==> src/rtl/uzs_params.svh <==
// Constants for the user zone select and read command handler
`ifndef UZS_PARAMS_SVH
`define UZS_PARAMS_SVH

// ==========================================================
// Command byte function codes (low nibble)
`define UZS_FN_SELECT 4'h1
`define UZS_FN_READ 4'h2

// ==========================================================
// Reply framing bytes
`define UZS_ACK 8'h00
`define UZS_NACK 8'h01

// ==========================================================
// Status codes
`define UZS_ST_OK 8'h00
`define UZS_ST_NO_ZONE 8'h99
`define UZS_ST_COMMAND_PARAMETER 8'ha1
`define UZS_ST_ADDR 8'ha2
`define UZS_ST_LEN 8'ha3
`define UZS_ST_AUTH 8'ha9
`define UZS_ST_PASSWORD 8'hd9
`define UZS_ST_MEMORY 8'hee

// ==========================================================
// Parameter byte layout
`define UZS_READ_NORMAL 8'h00
`define UZS_TEAR_BIT 7
`define UZS_RSVD_HI 6
`define UZS_RSVD_LO 4
`define UZS_ZONE_HI 3
`define UZS_ZONE_LO 0

// ==========================================================
// Security modes on sec_mode_i
`define UZS_SEC_NORMAL 2'h0
`define UZS_SEC_AUTH 2'h1
`define UZS_SEC_ENCRYPT 2'h2

// ==========================================================
// Frame lengths without the CRC bytes, and the receive byte counter limit
`define UZS_SEL_FRAME_LEN 3'h2
`define UZS_READ_FRAME_LEN 3'h4
`define UZS_RX_CNT_MAX 3'h7

// ==========================================================
// Reply checksum and reset values
`define UZS_CRC_INIT 16'hffff
`define UZS_CRC_POLY 16'h8408
`define UZS_ZONE_RST 4'h0
`define UZS_TEAR_RST 1'b0

`endif

==> src/rtl/uzs_pkg.sv <==
// Types shared by the user zone select and read command handler
package uzs_pkg;

  typedef logic [7:0] uzs_byte_t;

  typedef enum logic [2:0] {
    S_IDLE,
    S_ECHO,
    S_FETCH,
    S_ACK,
    S_DATA,
    S_STATUS,
    S_CRC1,
    S_CRC2
  } uzs_state_e;

endpackage

==> src/rtl/uzs_crc_b.sv <==
// One byte step of the reply checksum (reflected, polynomial 0x8408)
`timescale 1ns/1ns
`include "uzs_params.svh"

module uzs_crc_b (
  input wire logic [15:0] crc_i,
  input wire uzs_pkg::uzs_byte_t data_i,
  output logic [15:0] crc_o
);
  import uzs_pkg::*;

  function automatic logic [15:0] crc_step(input logic [15:0] crc, input logic [7:0] data);
    logic [15:0] c;
    c = crc ^ {8'h00, data};
    for (int i = 0; i < 8; i++) begin
      c = c[0] ? ((c >> 1) ^ `UZS_CRC_POLY) : (c >> 1);
    end
    return c;
  endfunction

  assign crc_o = crc_step(crc_i, data_i);

endmodule

==> src/rtl/uzs_read_check.sv <==
// Ordered validity checks of a zone read request
`timescale 1ns/1ns
`include "uzs_params.svh"

module uzs_read_check #(
  parameter int ZONE_BYTES = 128
) (
  input wire logic zone_set_i,
  input wire uzs_pkg::uzs_byte_t command_parameter_i,
  input wire uzs_pkg::uzs_byte_t addr_i,
  input wire uzs_pkg::uzs_byte_t len_i,
  input wire logic [1:0] sec_mode_i,
  input wire logic zone_auth_req_i,
  input wire logic zone_enc_req_i,
  input wire logic zone_pw_req_i,
  input wire logic pw_verified_i,
  output logic fail_o,
  output uzs_pkg::uzs_byte_t status_o
);
  import uzs_pkg::*;

  localparam logic [8:0] ZONE_SIZE = 9'(ZONE_BYTES);

  // Nine bits so that an overrun past 255 is seen, not wrapped
  logic [8:0] end_excl;
  logic bad_addr;
  logic bad_len;
  logic need_sec;
  logic need_pw;

  assign end_excl = {1'b0, addr_i} + {1'b0, len_i} + 9'h001;
  assign bad_addr = {1'b0, addr_i} >= ZONE_SIZE;
  assign bad_len = ({1'b0, len_i} >= ZONE_SIZE) || (end_excl > ZONE_SIZE);
  assign need_sec = (zone_auth_req_i && (sec_mode_i == `UZS_SEC_NORMAL))
                 || (zone_enc_req_i && (sec_mode_i != `UZS_SEC_ENCRYPT));
  assign need_pw = zone_pw_req_i && !pw_verified_i;

  // First failing check wins
  assign status_o = !zone_set_i ? `UZS_ST_NO_ZONE :
                    (command_parameter_i != `UZS_READ_NORMAL) ? `UZS_ST_COMMAND_PARAMETER :
                    bad_addr ? `UZS_ST_ADDR :
                    bad_len ? `UZS_ST_LEN :
                    need_sec ? `UZS_ST_AUTH :
                    need_pw ? `UZS_ST_PASSWORD :
                    `UZS_ST_OK;
  assign fail_o = status_o != `UZS_ST_OK;

endmodule

==> src/rtl/uzs_top.sv <==
// Active-state zone select and zone read command handler
// Summary of operation
// - Command byte: channel id in upper nibble, function 1 selects, 2 reads.
// - Commands with foreign channel id or unknown function are dropped silently.
// - One zone is selected at a time; each accepted selection replaces the last.
// - Tear-guard choice from selection holds for zone writes until next selection.
// - Select parameter: tear-guard flag bit 7, zeros bits 6..4, zone bits 3..0.
// - Tear-guard flag 0 means normal writes, 1 means tear-guarded writes.
// - Zone field is an unsigned number from 0 to 15.
// - Both commands are answered only in the Active state, else silence.
// - Frames with transmission errors get no reply at all.
// - Selection answers ACK with status 00, or NACK with A1 on bad parameter.
// - Reply: echoed command byte, ACK/NACK, data, status, two CRC bytes.
// - Read parameter 00 is normal read with address, length and CRC bytes.
// - Length byte is count minus one, not above zone size.
// - Byte address advances by one after each memory fetch.
// - Reads running past the zone end are refused, never wrapped.
// - Successful read places data in address order between ACK and status.
// - In encryption mode only data bytes are encrypted.
// - In normal and authentication modes nothing is encrypted.
// - Read answers NACK 99 without zone, NACK A1 on bad parameter.
// - Read answers NACK A2 on bad address, NACK A3 on bad length.
// - NACK A9 when auth or encryption missing, NACK D9 when password missing.
// - Memory fault during read reports status EE with ACK or NACK.
// - Only the first detected error is reported in status.
`timescale 1ns/1ns
`include "uzs_params.svh"

module uzs_top #(
  parameter int NUM_ZONES = 16,
  parameter int ZONE_BYTES = 128
) (
  input wire logic clock_i,
  input wire logic rst_b_i,
  input wire logic clk_en_i,
  input wire logic active_state_i,
  input wire logic [3:0] card_channel_id_i,
  input wire logic reactivate_i,
  input wire logic rx_valid_i,
  input wire uzs_pkg::uzs_byte_t rx_data_i,
  input wire logic rx_end_i,
  input wire logic rx_crc_ok_i,
  input wire logic [1:0] sec_mode_i,
  input wire logic zone_auth_req_i,
  input wire logic zone_enc_req_i,
  input wire logic zone_pw_req_i,
  input wire logic pw_verified_i,
  input wire logic mem_ack_i,
  input wire uzs_pkg::uzs_byte_t mem_data_i,
  input wire logic mem_err_i,
  input wire uzs_pkg::uzs_byte_t keystream_i,
  input wire logic tx_ready_i,
  output logic mem_req_o,
  output logic [3:0] mem_zone_o,
  output uzs_pkg::uzs_byte_t mem_addr_o,
  output logic ks_next_o,
  output logic tx_valid_o,
  output uzs_pkg::uzs_byte_t tx_data_o,
  output logic tx_last_o,
  output logic zone_set_o,
  output logic [3:0] sel_zone_o,
  output logic tear_guard_o,
  output logic busy_o
);
  import uzs_pkg::*;

  // ==========================================================
  // Elaboration checks
  if (NUM_ZONES < 1 || NUM_ZONES > 16) begin : g_bad_zones
    $error("uzs_top: NUM_ZONES must be 1 to 16");
  end
  if (ZONE_BYTES < 1 || ZONE_BYTES > 256) begin : g_bad_size
    $error("uzs_top: ZONE_BYTES must be 1 to 256");
  end

  localparam logic [4:0] ZONE_COUNT = 5'(NUM_ZONES);

  // ==========================================================
  // State
  uzs_state_e state_q;
  logic [2:0] rx_cnt_q;
  uzs_byte_t cmd_q;
  uzs_byte_t prm_q;
  uzs_byte_t adr_q;
  uzs_byte_t len_q;
  uzs_byte_t echo_q;
  uzs_byte_t status_q;
  uzs_byte_t data_q;
  uzs_byte_t rd_addr_q;
  uzs_byte_t rem_q;
  logic fail_q;
  logic rd_q;
  logic first_q;
  logic [15:0] crc_q;
  logic mem_req_q;
  logic ks_next_q;
  logic tx_valid_q;
  uzs_byte_t tx_data_q;
  logic tx_last_q;
  logic zone_set_q;
  logic [3:0] zone_q;
  logic tear_q;
  logic busy_q;

  // ==========================================================
  // Request decode
  logic cid_match;
  logic [3:0] func;
  logic frame_ok;
  logic is_sel;
  logic is_read;
  logic start_sel;
  logic start_read;
  logic sel_bad;
  logic rd_fail;
  uzs_byte_t rd_status;

  assign cid_match = cmd_q[7:4] == card_channel_id_i;
  assign func = cmd_q[3:0];
  // Bad CRC, wrong channel or not Active: drop without reply
  assign frame_ok = rx_end_i && rx_crc_ok_i && active_state_i
                 && cid_match && (state_q == S_IDLE);
  assign is_sel = (func == `UZS_FN_SELECT) && (rx_cnt_q == `UZS_SEL_FRAME_LEN);
  // A read with a foreign parameter may carry any trailer; with a zone selected it still gets A1
  assign is_read = (func == `UZS_FN_READ)
                && ((rx_cnt_q == `UZS_READ_FRAME_LEN)
                 || ((rx_cnt_q >= `UZS_SEL_FRAME_LEN) && (prm_q != `UZS_READ_NORMAL)));
  assign start_sel = frame_ok && is_sel;
  assign start_read = frame_ok && is_read;
  assign sel_bad = (prm_q[`UZS_RSVD_HI:`UZS_RSVD_LO] != 3'h0)
                || ({1'b0, prm_q[`UZS_ZONE_HI:`UZS_ZONE_LO]} >= ZONE_COUNT);

  uzs_read_check #(
    .ZONE_BYTES(ZONE_BYTES)
  ) u_check (
    .zone_set_i(zone_set_q),
    .command_parameter_i(prm_q),
    .addr_i(adr_q),
    .len_i(len_q),
    .sec_mode_i(sec_mode_i),
    .zone_auth_req_i(zone_auth_req_i),
    .zone_enc_req_i(zone_enc_req_i),
    .zone_pw_req_i(zone_pw_req_i),
    .pw_verified_i(pw_verified_i),
    .fail_o(rd_fail),
    .status_o(rd_status)
  );

  // ==========================================================
  // Reply byte selection and checksum
  logic enc_on;
  logic tx_free;
  logic sending;
  logic crc_byte;
  uzs_byte_t tx_byte;
  logic [15:0] crc_nxt;

  assign enc_on = sec_mode_i == `UZS_SEC_ENCRYPT;
  assign tx_free = !tx_valid_q || tx_ready_i;
  assign sending = tx_free && (state_q != S_IDLE) && (state_q != S_FETCH);
  assign crc_byte = (state_q == S_CRC1) || (state_q == S_CRC2);

  always_comb begin
    case (state_q)
      S_ECHO: tx_byte = echo_q;
      S_ACK: tx_byte = fail_q ? `UZS_NACK : `UZS_ACK;
      S_DATA: tx_byte = enc_on ? (data_q ^ keystream_i) : data_q;
      S_STATUS: tx_byte = status_q;
      S_CRC1: tx_byte = ~crc_q[7:0];
      S_CRC2: tx_byte = ~crc_q[15:8];
      default: tx_byte = 8'h00;
    endcase
  end

  uzs_crc_b u_crc (
    .crc_i(crc_q),
    .data_i(tx_byte),
    .crc_o(crc_nxt)
  );

  // ==========================================================
  // Receive capture
  always_ff @(posedge clock_i or negedge rst_b_i) begin
    if (!rst_b_i) begin
      rx_cnt_q <= 3'h0;
      cmd_q <= 8'h00;
      prm_q <= 8'h00;
      adr_q <= 8'h00;
      len_q <= 8'h00;
    end else if (clk_en_i) begin
      if (rx_end_i) begin
        rx_cnt_q <= 3'h0;
      end else if (rx_valid_i && (state_q == S_IDLE)) begin
        case (rx_cnt_q)
          3'h0: cmd_q <= rx_data_i;
          3'h1: prm_q <= rx_data_i;
          3'h2: adr_q <= rx_data_i;
          3'h3: len_q <= rx_data_i;
          default: ;
        endcase
        // Saturate so an overlong frame never aliases a legal length
        if (rx_cnt_q != `UZS_RX_CNT_MAX) begin
          rx_cnt_q <= rx_cnt_q + 3'h1;
        end
      end
    end
  end

  // ==========================================================
  // Zone selection
  always_ff @(posedge clock_i or negedge rst_b_i) begin
    if (!rst_b_i) begin
      zone_set_q <= 1'b0;
      zone_q <= `UZS_ZONE_RST;
      tear_q <= `UZS_TEAR_RST;
    end else if (clk_en_i) begin
      if (reactivate_i) begin
        zone_set_q <= 1'b0;
      end
      // Accepted selection wins over a simultaneous reactivation
      if (start_sel && !sel_bad) begin
        zone_set_q <= 1'b1;
        zone_q <= prm_q[`UZS_ZONE_HI:`UZS_ZONE_LO];
        tear_q <= prm_q[`UZS_TEAR_BIT];
      end
    end
  end

  // ==========================================================
  // Reply sequencer
  always_ff @(posedge clock_i or negedge rst_b_i) begin
    if (!rst_b_i) begin
      state_q <= S_IDLE;
      echo_q <= 8'h00;
      status_q <= 8'h00;
      data_q <= 8'h00;
      rd_addr_q <= 8'h00;
      rem_q <= 8'h00;
      fail_q <= 1'b0;
      rd_q <= 1'b0;
      first_q <= 1'b0;
      crc_q <= `UZS_CRC_INIT;
      mem_req_q <= 1'b0;
      ks_next_q <= 1'b0;
      tx_valid_q <= 1'b0;
      tx_data_q <= 8'h00;
      tx_last_q <= 1'b0;
      busy_q <= 1'b0;
    end else if (clk_en_i) begin
      ks_next_q <= 1'b0;
      if (tx_valid_q && tx_ready_i) begin
        tx_valid_q <= 1'b0;
        tx_last_q <= 1'b0;
      end
      if (sending) begin
        tx_valid_q <= 1'b1;
        tx_data_q <= tx_byte;
        tx_last_q <= state_q == S_CRC2;
        if (!crc_byte) begin
          crc_q <= crc_nxt;
        end
      end
      case (state_q)
        S_IDLE: begin
          crc_q <= `UZS_CRC_INIT;
          echo_q <= cmd_q;
          first_q <= 1'b1;
          rd_addr_q <= adr_q;
          rem_q <= len_q;
          if (start_sel) begin
            rd_q <= 1'b0;
            fail_q <= sel_bad;
            status_q <= sel_bad ? `UZS_ST_COMMAND_PARAMETER : `UZS_ST_OK;
            busy_q <= 1'b1;
            state_q <= S_ECHO;
          end else if (start_read) begin
            rd_q <= 1'b1;
            fail_q <= rd_fail;
            status_q <= rd_status;
            busy_q <= 1'b1;
            state_q <= S_ECHO;
          end
        end
        S_ECHO: begin
          if (tx_free) begin
            // First data byte is fetched before ACK so a fault can still NACK
            state_q <= (rd_q && !fail_q) ? S_FETCH : S_ACK;
          end
        end
        S_FETCH: begin
          if (!mem_req_q) begin
            mem_req_q <= 1'b1;
          end else if (mem_ack_i) begin
            mem_req_q <= 1'b0;
            data_q <= mem_data_i;
            rd_addr_q <= rd_addr_q + 8'h01;
            first_q <= 1'b0;
            if (mem_err_i) begin
              status_q <= `UZS_ST_MEMORY;
              fail_q <= first_q;
              state_q <= first_q ? S_ACK : S_STATUS;
            end else begin
              state_q <= first_q ? S_ACK : S_DATA;
            end
          end
        end
        S_ACK: begin
          if (tx_free) begin
            state_q <= (rd_q && !fail_q) ? S_DATA : S_STATUS;
          end
        end
        S_DATA: begin
          if (tx_free) begin
            ks_next_q <= enc_on;
            if (rem_q == 8'h00) begin
              state_q <= S_STATUS;
            end else begin
              rem_q <= rem_q - 8'h01;
              state_q <= S_FETCH;
            end
          end
        end
        S_STATUS: begin
          if (tx_free) begin
            state_q <= S_CRC1;
          end
        end
        S_CRC1: begin
          if (tx_free) begin
            state_q <= S_CRC2;
          end
        end
        S_CRC2: begin
          if (tx_free) begin
            busy_q <= 1'b0;
            state_q <= S_IDLE;
          end
        end
        default: state_q <= S_IDLE;
      endcase
    end
  end

  // ==========================================================
  // Outputs
  assign mem_req_o = mem_req_q;
  assign mem_zone_o = zone_q;
  assign mem_addr_o = rd_addr_q;
  assign ks_next_o = ks_next_q;
  assign tx_valid_o = tx_valid_q;
  assign tx_data_o = tx_data_q;
  assign tx_last_o = tx_last_q;
  assign zone_set_o = zone_set_q;
  assign sel_zone_o = zone_q;
  assign tear_guard_o = tear_q;
  assign busy_o = busy_q;

endmodule

==> config.mk <==
export PLATFORM = sky130hd
export DESIGN_NAME = uzs_top
export DESIGN_NICKNAME = d
export VERILOG_FILES = /design/src/rtl/uzs_pkg.sv /design/src/rtl/uzs_crc_b.sv /design/src/rtl/uzs_read_check.sv /design/src/rtl/uzs_top.sv
export VERILOG_INCLUDE_DIRS = /design/src /design/src/rtl
export SDC_FILE = /design/constraint.sdc
export NUM_CORES = 1
export LEC_CHECK = 0
export BUFFER_PORTS_ARGS = -buffer_cell sky130_fd_sc_hd__buf_2
export CAP_MARGIN = 15
export CORE_MARGIN = 5
export CORE_UTILIZATION = 64
export CTS_CLUSTER_DIAMETER = 50
export DETAILED_ROUTE_END_ITERATION = 12
export PLACE_DENSITY_LB_ADDON = 0.25
export RECOVER_POWER = 50
export SYNTH_ARGS = -nofsm -noshare
export SYNTH_HDL_FRONTEND = slang
export SYNTH_SLANG_ARGS = --single-unit
==> constraint.sdc <==
create_clock -name clock_i -period 7.9 [get_ports clock_i]
set_input_delay 0.79 -clock clock_i [delete_from_list [all_inputs] [get_ports clock_i]]
set_output_delay 0.79 -clock clock_i [all_outputs]
set_load 0.01 [all_outputs]
# [Word-level counts from Yosys, hierarchy flattened]
# Index checks and enable logic that the tools add are counted.
[totals] inputBits=45 ff_bits=116 elab_cells=215
[op_classes] mux=76 reduce_logical=63 n_addsub=5 n_lt_le_gt_ge=4 n_eq_ne=30 bitwise_logic=13
[op_table] operator="16-bit two-way mux" n=11
[op_table] operator="8-bit two-way mux" n=17
[op_table] operator="3-bit two-way mux" n=17
[op_table] operator="8-bit one-hot mux with 2 select lines" n=3
[op_table] operator="8-bit one-hot mux with 6 select lines" n=1
[op_table] operator="4-bit AND reduction" n=8
[op_table] operator="2-bit inverter with 3-bit output" n=8
[op_table] operator="3-bit one-hot mux with 8 select lines" n=1
[op_table] operator="1-bit two-way mux" n=23
[op_table] operator="2-bit inequality test (second input constant)" n=11
[op_table] operator="1-bit logical AND" n=18
[op_table] operator="2-bit nonzero test" n=9
[op_table] operator="8-bit greater-or-equal comparator (second input constant)" n=2
[op_table] operator="8-bit inverter" n=2
[op_table] operator="8-bit nonzero test" n=2
[op_table] operator="16-bit by 8-bit XOR with 16-bit output" n=1
[op_table] operator="3-bit == test (second input constant)" n=5
[op_table] operator="3-bit by 2-bit == test with 1-bit output (second input constant)" n=4
[op_table] operator="2-bit AND reduction" n=6
[op_table] operator="10-bit AND reduction" n=1
[op_table] operator="8-bit by 8-bit adder with 9-bit output" n=1
[op_table] operator="9-bit by 1-bit adder with 9-bit output (second input constant)" n=1
[op_table] operator="9-bit by 8-bit > comparator with 1-bit output (second input constant)" n=1
[op_table] operator="3-bit AND reduction" n=3
[op_table] operator="22 further kinds" n=35

# [Longest topological paths before layout]
[depth] depth_word=23 mapped_depth=11

# [Hierarchy]
# Synthesis repeated with hierarchy kept, for this count alone.
[unflattened] hier_cells=668 hier_area_um2=6826.5
[modules_own_cells] module="uzs_top" area_per_inst_um2=5906.9 instances=1 cells_each=568
[modules_own_cells] module="uzs_read_check" area_per_inst_um2=539.3 instances=1 cells_each=75
[modules_own_cells] module="uzs_crc_b" area_per_inst_um2=380.4 instances=1 cells_each=25

# [Worst setup path after synthesis]
# No wires, ideal clock.
[synth_timing] path_kind="register -> register" start="reg adr_q[0]" end="reg fail_q" synth_period_minus_slack_ps=2879 slack_ps=5021 required_time_ps=7782 stages_incl_launch_ff=12 path_buffers=0 t_arrival_ps=2761 setup_time_ps=118 path_cell_list="dfrtp_1 -> inv_1 -> ha_1 -> inv_1 -> fa_1 -> a211oi_1 -> nor2_1 -> xor2_1 -> a2111oi_0 -> a31oi_1 -> or4_1 -> a21o_1"
[synth_between] elab_chain_len=12 elab_cells_between_ends=13
[synth_lines] element="start, declared" line="uzs_top.sv:84" text="uzs_byte_t adr_q;"
[synth_lines] element="start signal, assigned" line="uzs_top.sv:197" text="3'h2: adr_q <= rx_data_i;"
[synth_lines] element="8-bit by 8-bit adder with 9-bit output" line="uzs_read_check.sv:31" text="assign end_excl = {1'b0, addr_i} + {1'b0, len_i} + 9'h001;"
[synth_lines] element="9-bit by 1-bit adder with 9-bit output" line="uzs_read_check.sv:31"
[synth_lines] element="9-bit by 8-bit > comparator with 1-bit output" line="uzs_read_check.sv:33" text="assign bad_len = ({1'b0, len_i} >= ZONE_SIZE) || (end_excl > ZONE_SIZE);"
[synth_lines] element="1-bit logical OR" line="uzs_read_check.sv:33"
[synth_lines] element="8-bit two-way mux (no line)"
[synth_lines] element="8-bit two-way mux (no line) (*) (3 in series)"
[synth_lines] element="8-bit nonzero test (no line) (*)"
[synth_lines] element="1-bit two-way mux (*)" line="uzs_top.sv:276" text="end else if (start_read) begin"
[synth_lines] element="1-bit two-way mux (*)" line="uzs_top.sv:270" text="if (start_sel) begin"
[synth_lines] element="1-bit one-hot mux with 2 select lines (*)" line="uzs_top.sv:263" text="case (state_q)"
[synth_lines] element="end signal, assigned" line="uzs_top.sv:272" text="fail_q <= sel_bad;"
[synth_lines] element="end signal, assigned" line="uzs_top.sv:278" text="fail_q <= rd_fail;"
[synth_lines] element="end signal, assigned" line="uzs_top.sv:300" text="fail_q <= first_q;"
[synth_lines] element="end, declared" line="uzs_top.sv:91" text="logic fail_q;"
# Mark *: on every way between the ends. The rest lies on a longest branch, timed or not. The select of a mux whose other input is x is not followed.
# A chain may end at the register's enable or synchronous reset.

# [Worst setup path after layout]
[layout_timing] start="reg state_q[0]" end="reg crc_q[0]"
[layout_between] elab_chain_len=15 elab_cells_between_ends=29
[layout_lines] element="start, declared" line="uzs_top.sv:80" text="uzs_state_e state_q;"
[layout_lines] element="start signal, assigned" line="uzs_top.sv:287" text="state_q <= (rd_q && !fail_q) ? S_FETCH : S_ACK;"
[layout_lines] element="start signal, assigned" line="uzs_top.sv:301" text="state_q <= first_q ? S_ACK : S_STATUS;"
[layout_lines] element="start signal, assigned" line="uzs_top.sv:303" text="state_q <= first_q ? S_ACK : S_DATA;"
[layout_lines] element="3-bit == test (tied with other cells)" line="uzs_top.sv:161, uzs_top.sv:164"
[layout_lines] element="8-bit one-hot mux with 6 select lines" line="uzs_top.sv:164" text="case (state_q)"
[layout_lines] element="16-bit by 8-bit XOR with 16-bit output" line="uzs_crc_b.sv:14" text="c = crc ^ {8'h00, data};"
[layout_lines] element="2-bit inverter with 3-bit output (no line)"
[layout_lines] element="16-bit two-way mux (8 in series)" line="uzs_crc_b.sv:16" text="c = c[0] ? ((c >> 1) ^ `UZS_CRC_POLY) : (c >> 1);"
[layout_lines] element="16-bit two-way mux" line="uzs_top.sv:259" text="if (!crc_byte) begin"
[layout_lines] element="16-bit two-way mux" line="uzs_top.sv:255" text="if (sending) begin"
[layout_lines] element="16-bit two-way mux" line="uzs_top.sv:263"
[layout_lines] element="end signal, assigned" line="uzs_top.sv:242" text="crc_q <= `UZS_CRC_INIT;"
[layout_lines] element="end signal, assigned" line="uzs_top.sv:260" text="crc_q <= crc_nxt;"
[layout_lines] element="end signal, assigned" line="uzs_top.sv:265" text="crc_q <= `UZS_CRC_INIT;"
[layout_lines] element="end, declared" line="uzs_top.sv:94" text="logic [15:0] crc_q;"
# Several ways; a longest one is shown, not always the timed one. The select of a mux whose other input is x is not followed.

==> results.cfg <==
[hold_path]
min_to = tx_data_o[2]
worstHoldStart = tx_data_o[2]
holdPathStages = 2
hold_class = reg -> reg

[sta]
fmax_ghz = 0.299
tightest_slew_ns = 2.07
drv_slew = 40
slew_headroom = -0.378
finClkSkew_ns = 0.00786
rsz0062_at_grt = false
post-route-period-util = 0.424
fin_setup_tns_ns = 0
min_period_ns = 3.35
setup_viol = 0
hold_viol_final = 0

[logic_synthesis]
yosysWarnings = 0
postSynthCellCount = 657
synth.most_common_cell = dfrtp_1
synthesis.area_mm2 = 0.00657
ys_seq_area_frac = 0.445
yosys.area_share.xor_xnor = 0.0463
synth_nets = 719
synth-edff-count = 0
synth_top_area_share = 0.381
synth_commonest_cells = dfrtp_1, mux2_2, nand2_1
netlist.top_cell.by_area = dfrtp_1
synth.avg_cell_area_um2 = 9.99
synthArstFlopShare = 1.00
synth-compound-area-share = 0.148
yosys.area_share.simple = 0.165
synth.top_cells.by_area = dfrtp_1, mux2_2, dfstp_2
yosys_most_used_dff = dfrtp_1
synth_fa_ha_area_frac = 0.0335
synth_top_family_by_area = simple AND/OR/NAND/NOR gates
ys_seq_elements = 116
ys_types = 71
synth.area.mux_share = 0.125

[cells_and_area]
largest_reg_flops = 16
final_nets = 779
final-seq-area_mm2 = 0.00292
top_register = crc_q
nFillCells = 752
final_cell_count_no_fill = 866
layout-drive-gt1-share = 0.251
multi_input_area_mm2 = 0.00340
area.growth.synth_to_final_pct = 14.5
n_antenna_cell = 0

[placement]
numPortBuffers = 75
gp_congestion = 0.946
hpwl_um = 12100
dpl.cell_count = 833

[clock_tree]
clk_pin_slew_worst_paths_ns = 0.06
root_buffer = clkbuf_8
ctsHoldBuffers = 0
cts_buffers = 17
htreeDepth = 4
cts_tree = done
cts.sinks = 116
cts_resized = 0
clock_path_buffers = 2
cts_setup_buffers = 0
clk_latency_ns = 0.52

[die]
die-height_um = 111
start_util = 0.645
core-area_mm2 = 0.0102
die_w_um = 111
rows = 37
die-area_mm2 = 0.0124
io_pins = 76

[global_routing]
grt_pass1_wl_um = 27700
grt_max_degree = 79
track_usage = 0.280
first_global_vias = 5360
overflow = 0
grt_antenna_before_repair = 0

[worst_setup_path]
worstPathArrival_ns = 3.80
end_kind = register
crit_type = reg -> reg
timing.rr.start = state_q[0]
reg2reg_to = crc_q[0]
regToRegSetupSlack_ns = 4.55
crit_path_start_kind = register
crit_path_max_fanout = 28
rr_worst_depth = 7
required_ns = 8.35

[drt]
drt_wl_total_um = 16800
post_drt_wl_per_cell_um = 19.4
drt-pass1-iter-count = 6
drt_iter0_drc = 486
drtAntennaViolNets = 0
avgViaCountPerCell = 6.30
drc = 0
vias = 5452

[power]
p_seq_frac = 0.353
clkPwrFrac = 0.253
internal-power_w = 0.00171
power_leakage_nw = 3.43
comb_power_share = 0.394
switching_power_w = 0.00110
power_density_mw_per_mm2 = 374
total_power_w = 0.00281
swShare = 0.391
ir_drop_v = 0.000188

[run_status]
violations = max-capacitance violations, max-slew violations
status = finished with violations

[flow_run]
drv_cap = 1
## critical path, stage by stage, from the launching register on
cell     delay [ns]
dfrtp_1        0.72
nor2b_1        0.69
and2_1         0.64
a22oi_1        0.24
mux2i_2        0.36
xor2_1         0.35
xnor2_1        0.11
a21oi_1        0.16
## logic make-up after synthesis
kind of cell               Yosys count
AOI/OAI and AO/OA                  155
xor gates and xnor gates            33
adders and majority gates           17
buffers and inverters               59
DFF                                116
muxes                               73
and+or+nand+nor                    204
## power groups by stage
stage | clock [W] | combinational, W | sequential (W)
after detailed placement | 0 | 0.00109 | 0.000994
after global routing | 0.000752 | 0.00121 | 0.00102
after CTS | 0.000718 | 0.00110 | 0.000988
after global placement | 0 | 0.00105 | 0.000988
final | 0.000711 | 0.00111 | 0.000994
after floorplan | 0 | 0.000855 | 0.000942
## through the flow
step	worst slack [ns]	utilization	hold WS (ns)	instance area, um^2
after floorplan	5.02	-	0.456	6570
after global placement	4.81	0.685	0.461	6980
after detailed placement	4.64	0.685	0.473	6980
after CTS	4.60	0.739	0.243	7520
after global routing	4.30	0.738	0.493	7520
final	4.55	0.738	0.480	7520
## routing by layer
metal | GRT usage | routed length (um) | vias up
met1 | 0.394 | 7180 | 2597
met2 | 0.433 | 7820 | 277
met4 | 0.0908 | 429 | 0
met3 | 0.0639 | 1360 | 42
li1 | - | - | 2536
met5 | 0 | 0 | -
## worst max path at each step
stage                to  cells after the start  startpoint  slack [ns]
4_1_cts        crc_q[0]                      7  state_q[0]        4.60
5_1_grt        crc_q[0]                      7  state_q[0]        4.30
2_1_floorplan    fail_q                     11    adr_q[0]        5.02
6_report       crc_q[0]                      7  state_q[0]        4.55
3_3_place_gp   crc_q[7]                      7  state_q[0]        4.81
3_5_place_dp   crc_q[0]                      7  state_q[0]        4.64
## area by class of cell
cell class,instances,area share
timing repair buffer,80,0.0536
tap,136,0.0226
inverter,20,0.00998
sequential,116,0.389
multi-input combinational,482,0.452
clock inverter,15,0.0176
clock buffer,17,0.0551
## cells in the final DEF, fill, tap and decap left out, types with 14 or more instances in the layout
cell       count
dfrtp_1      100
buf_2         61
mux2_2        58
nand2_1       50
a21oi_1       48
o21ai_0       40
nor2_1        30
nand3_1       25
nor3_1        24
inv_1         19
xnor2_1       17
ha_1          16
clkbuf_16     16
dfstp_2       16
xor2_1        14
clkbuf_1      14
Power figures use the tool's default switching activity.
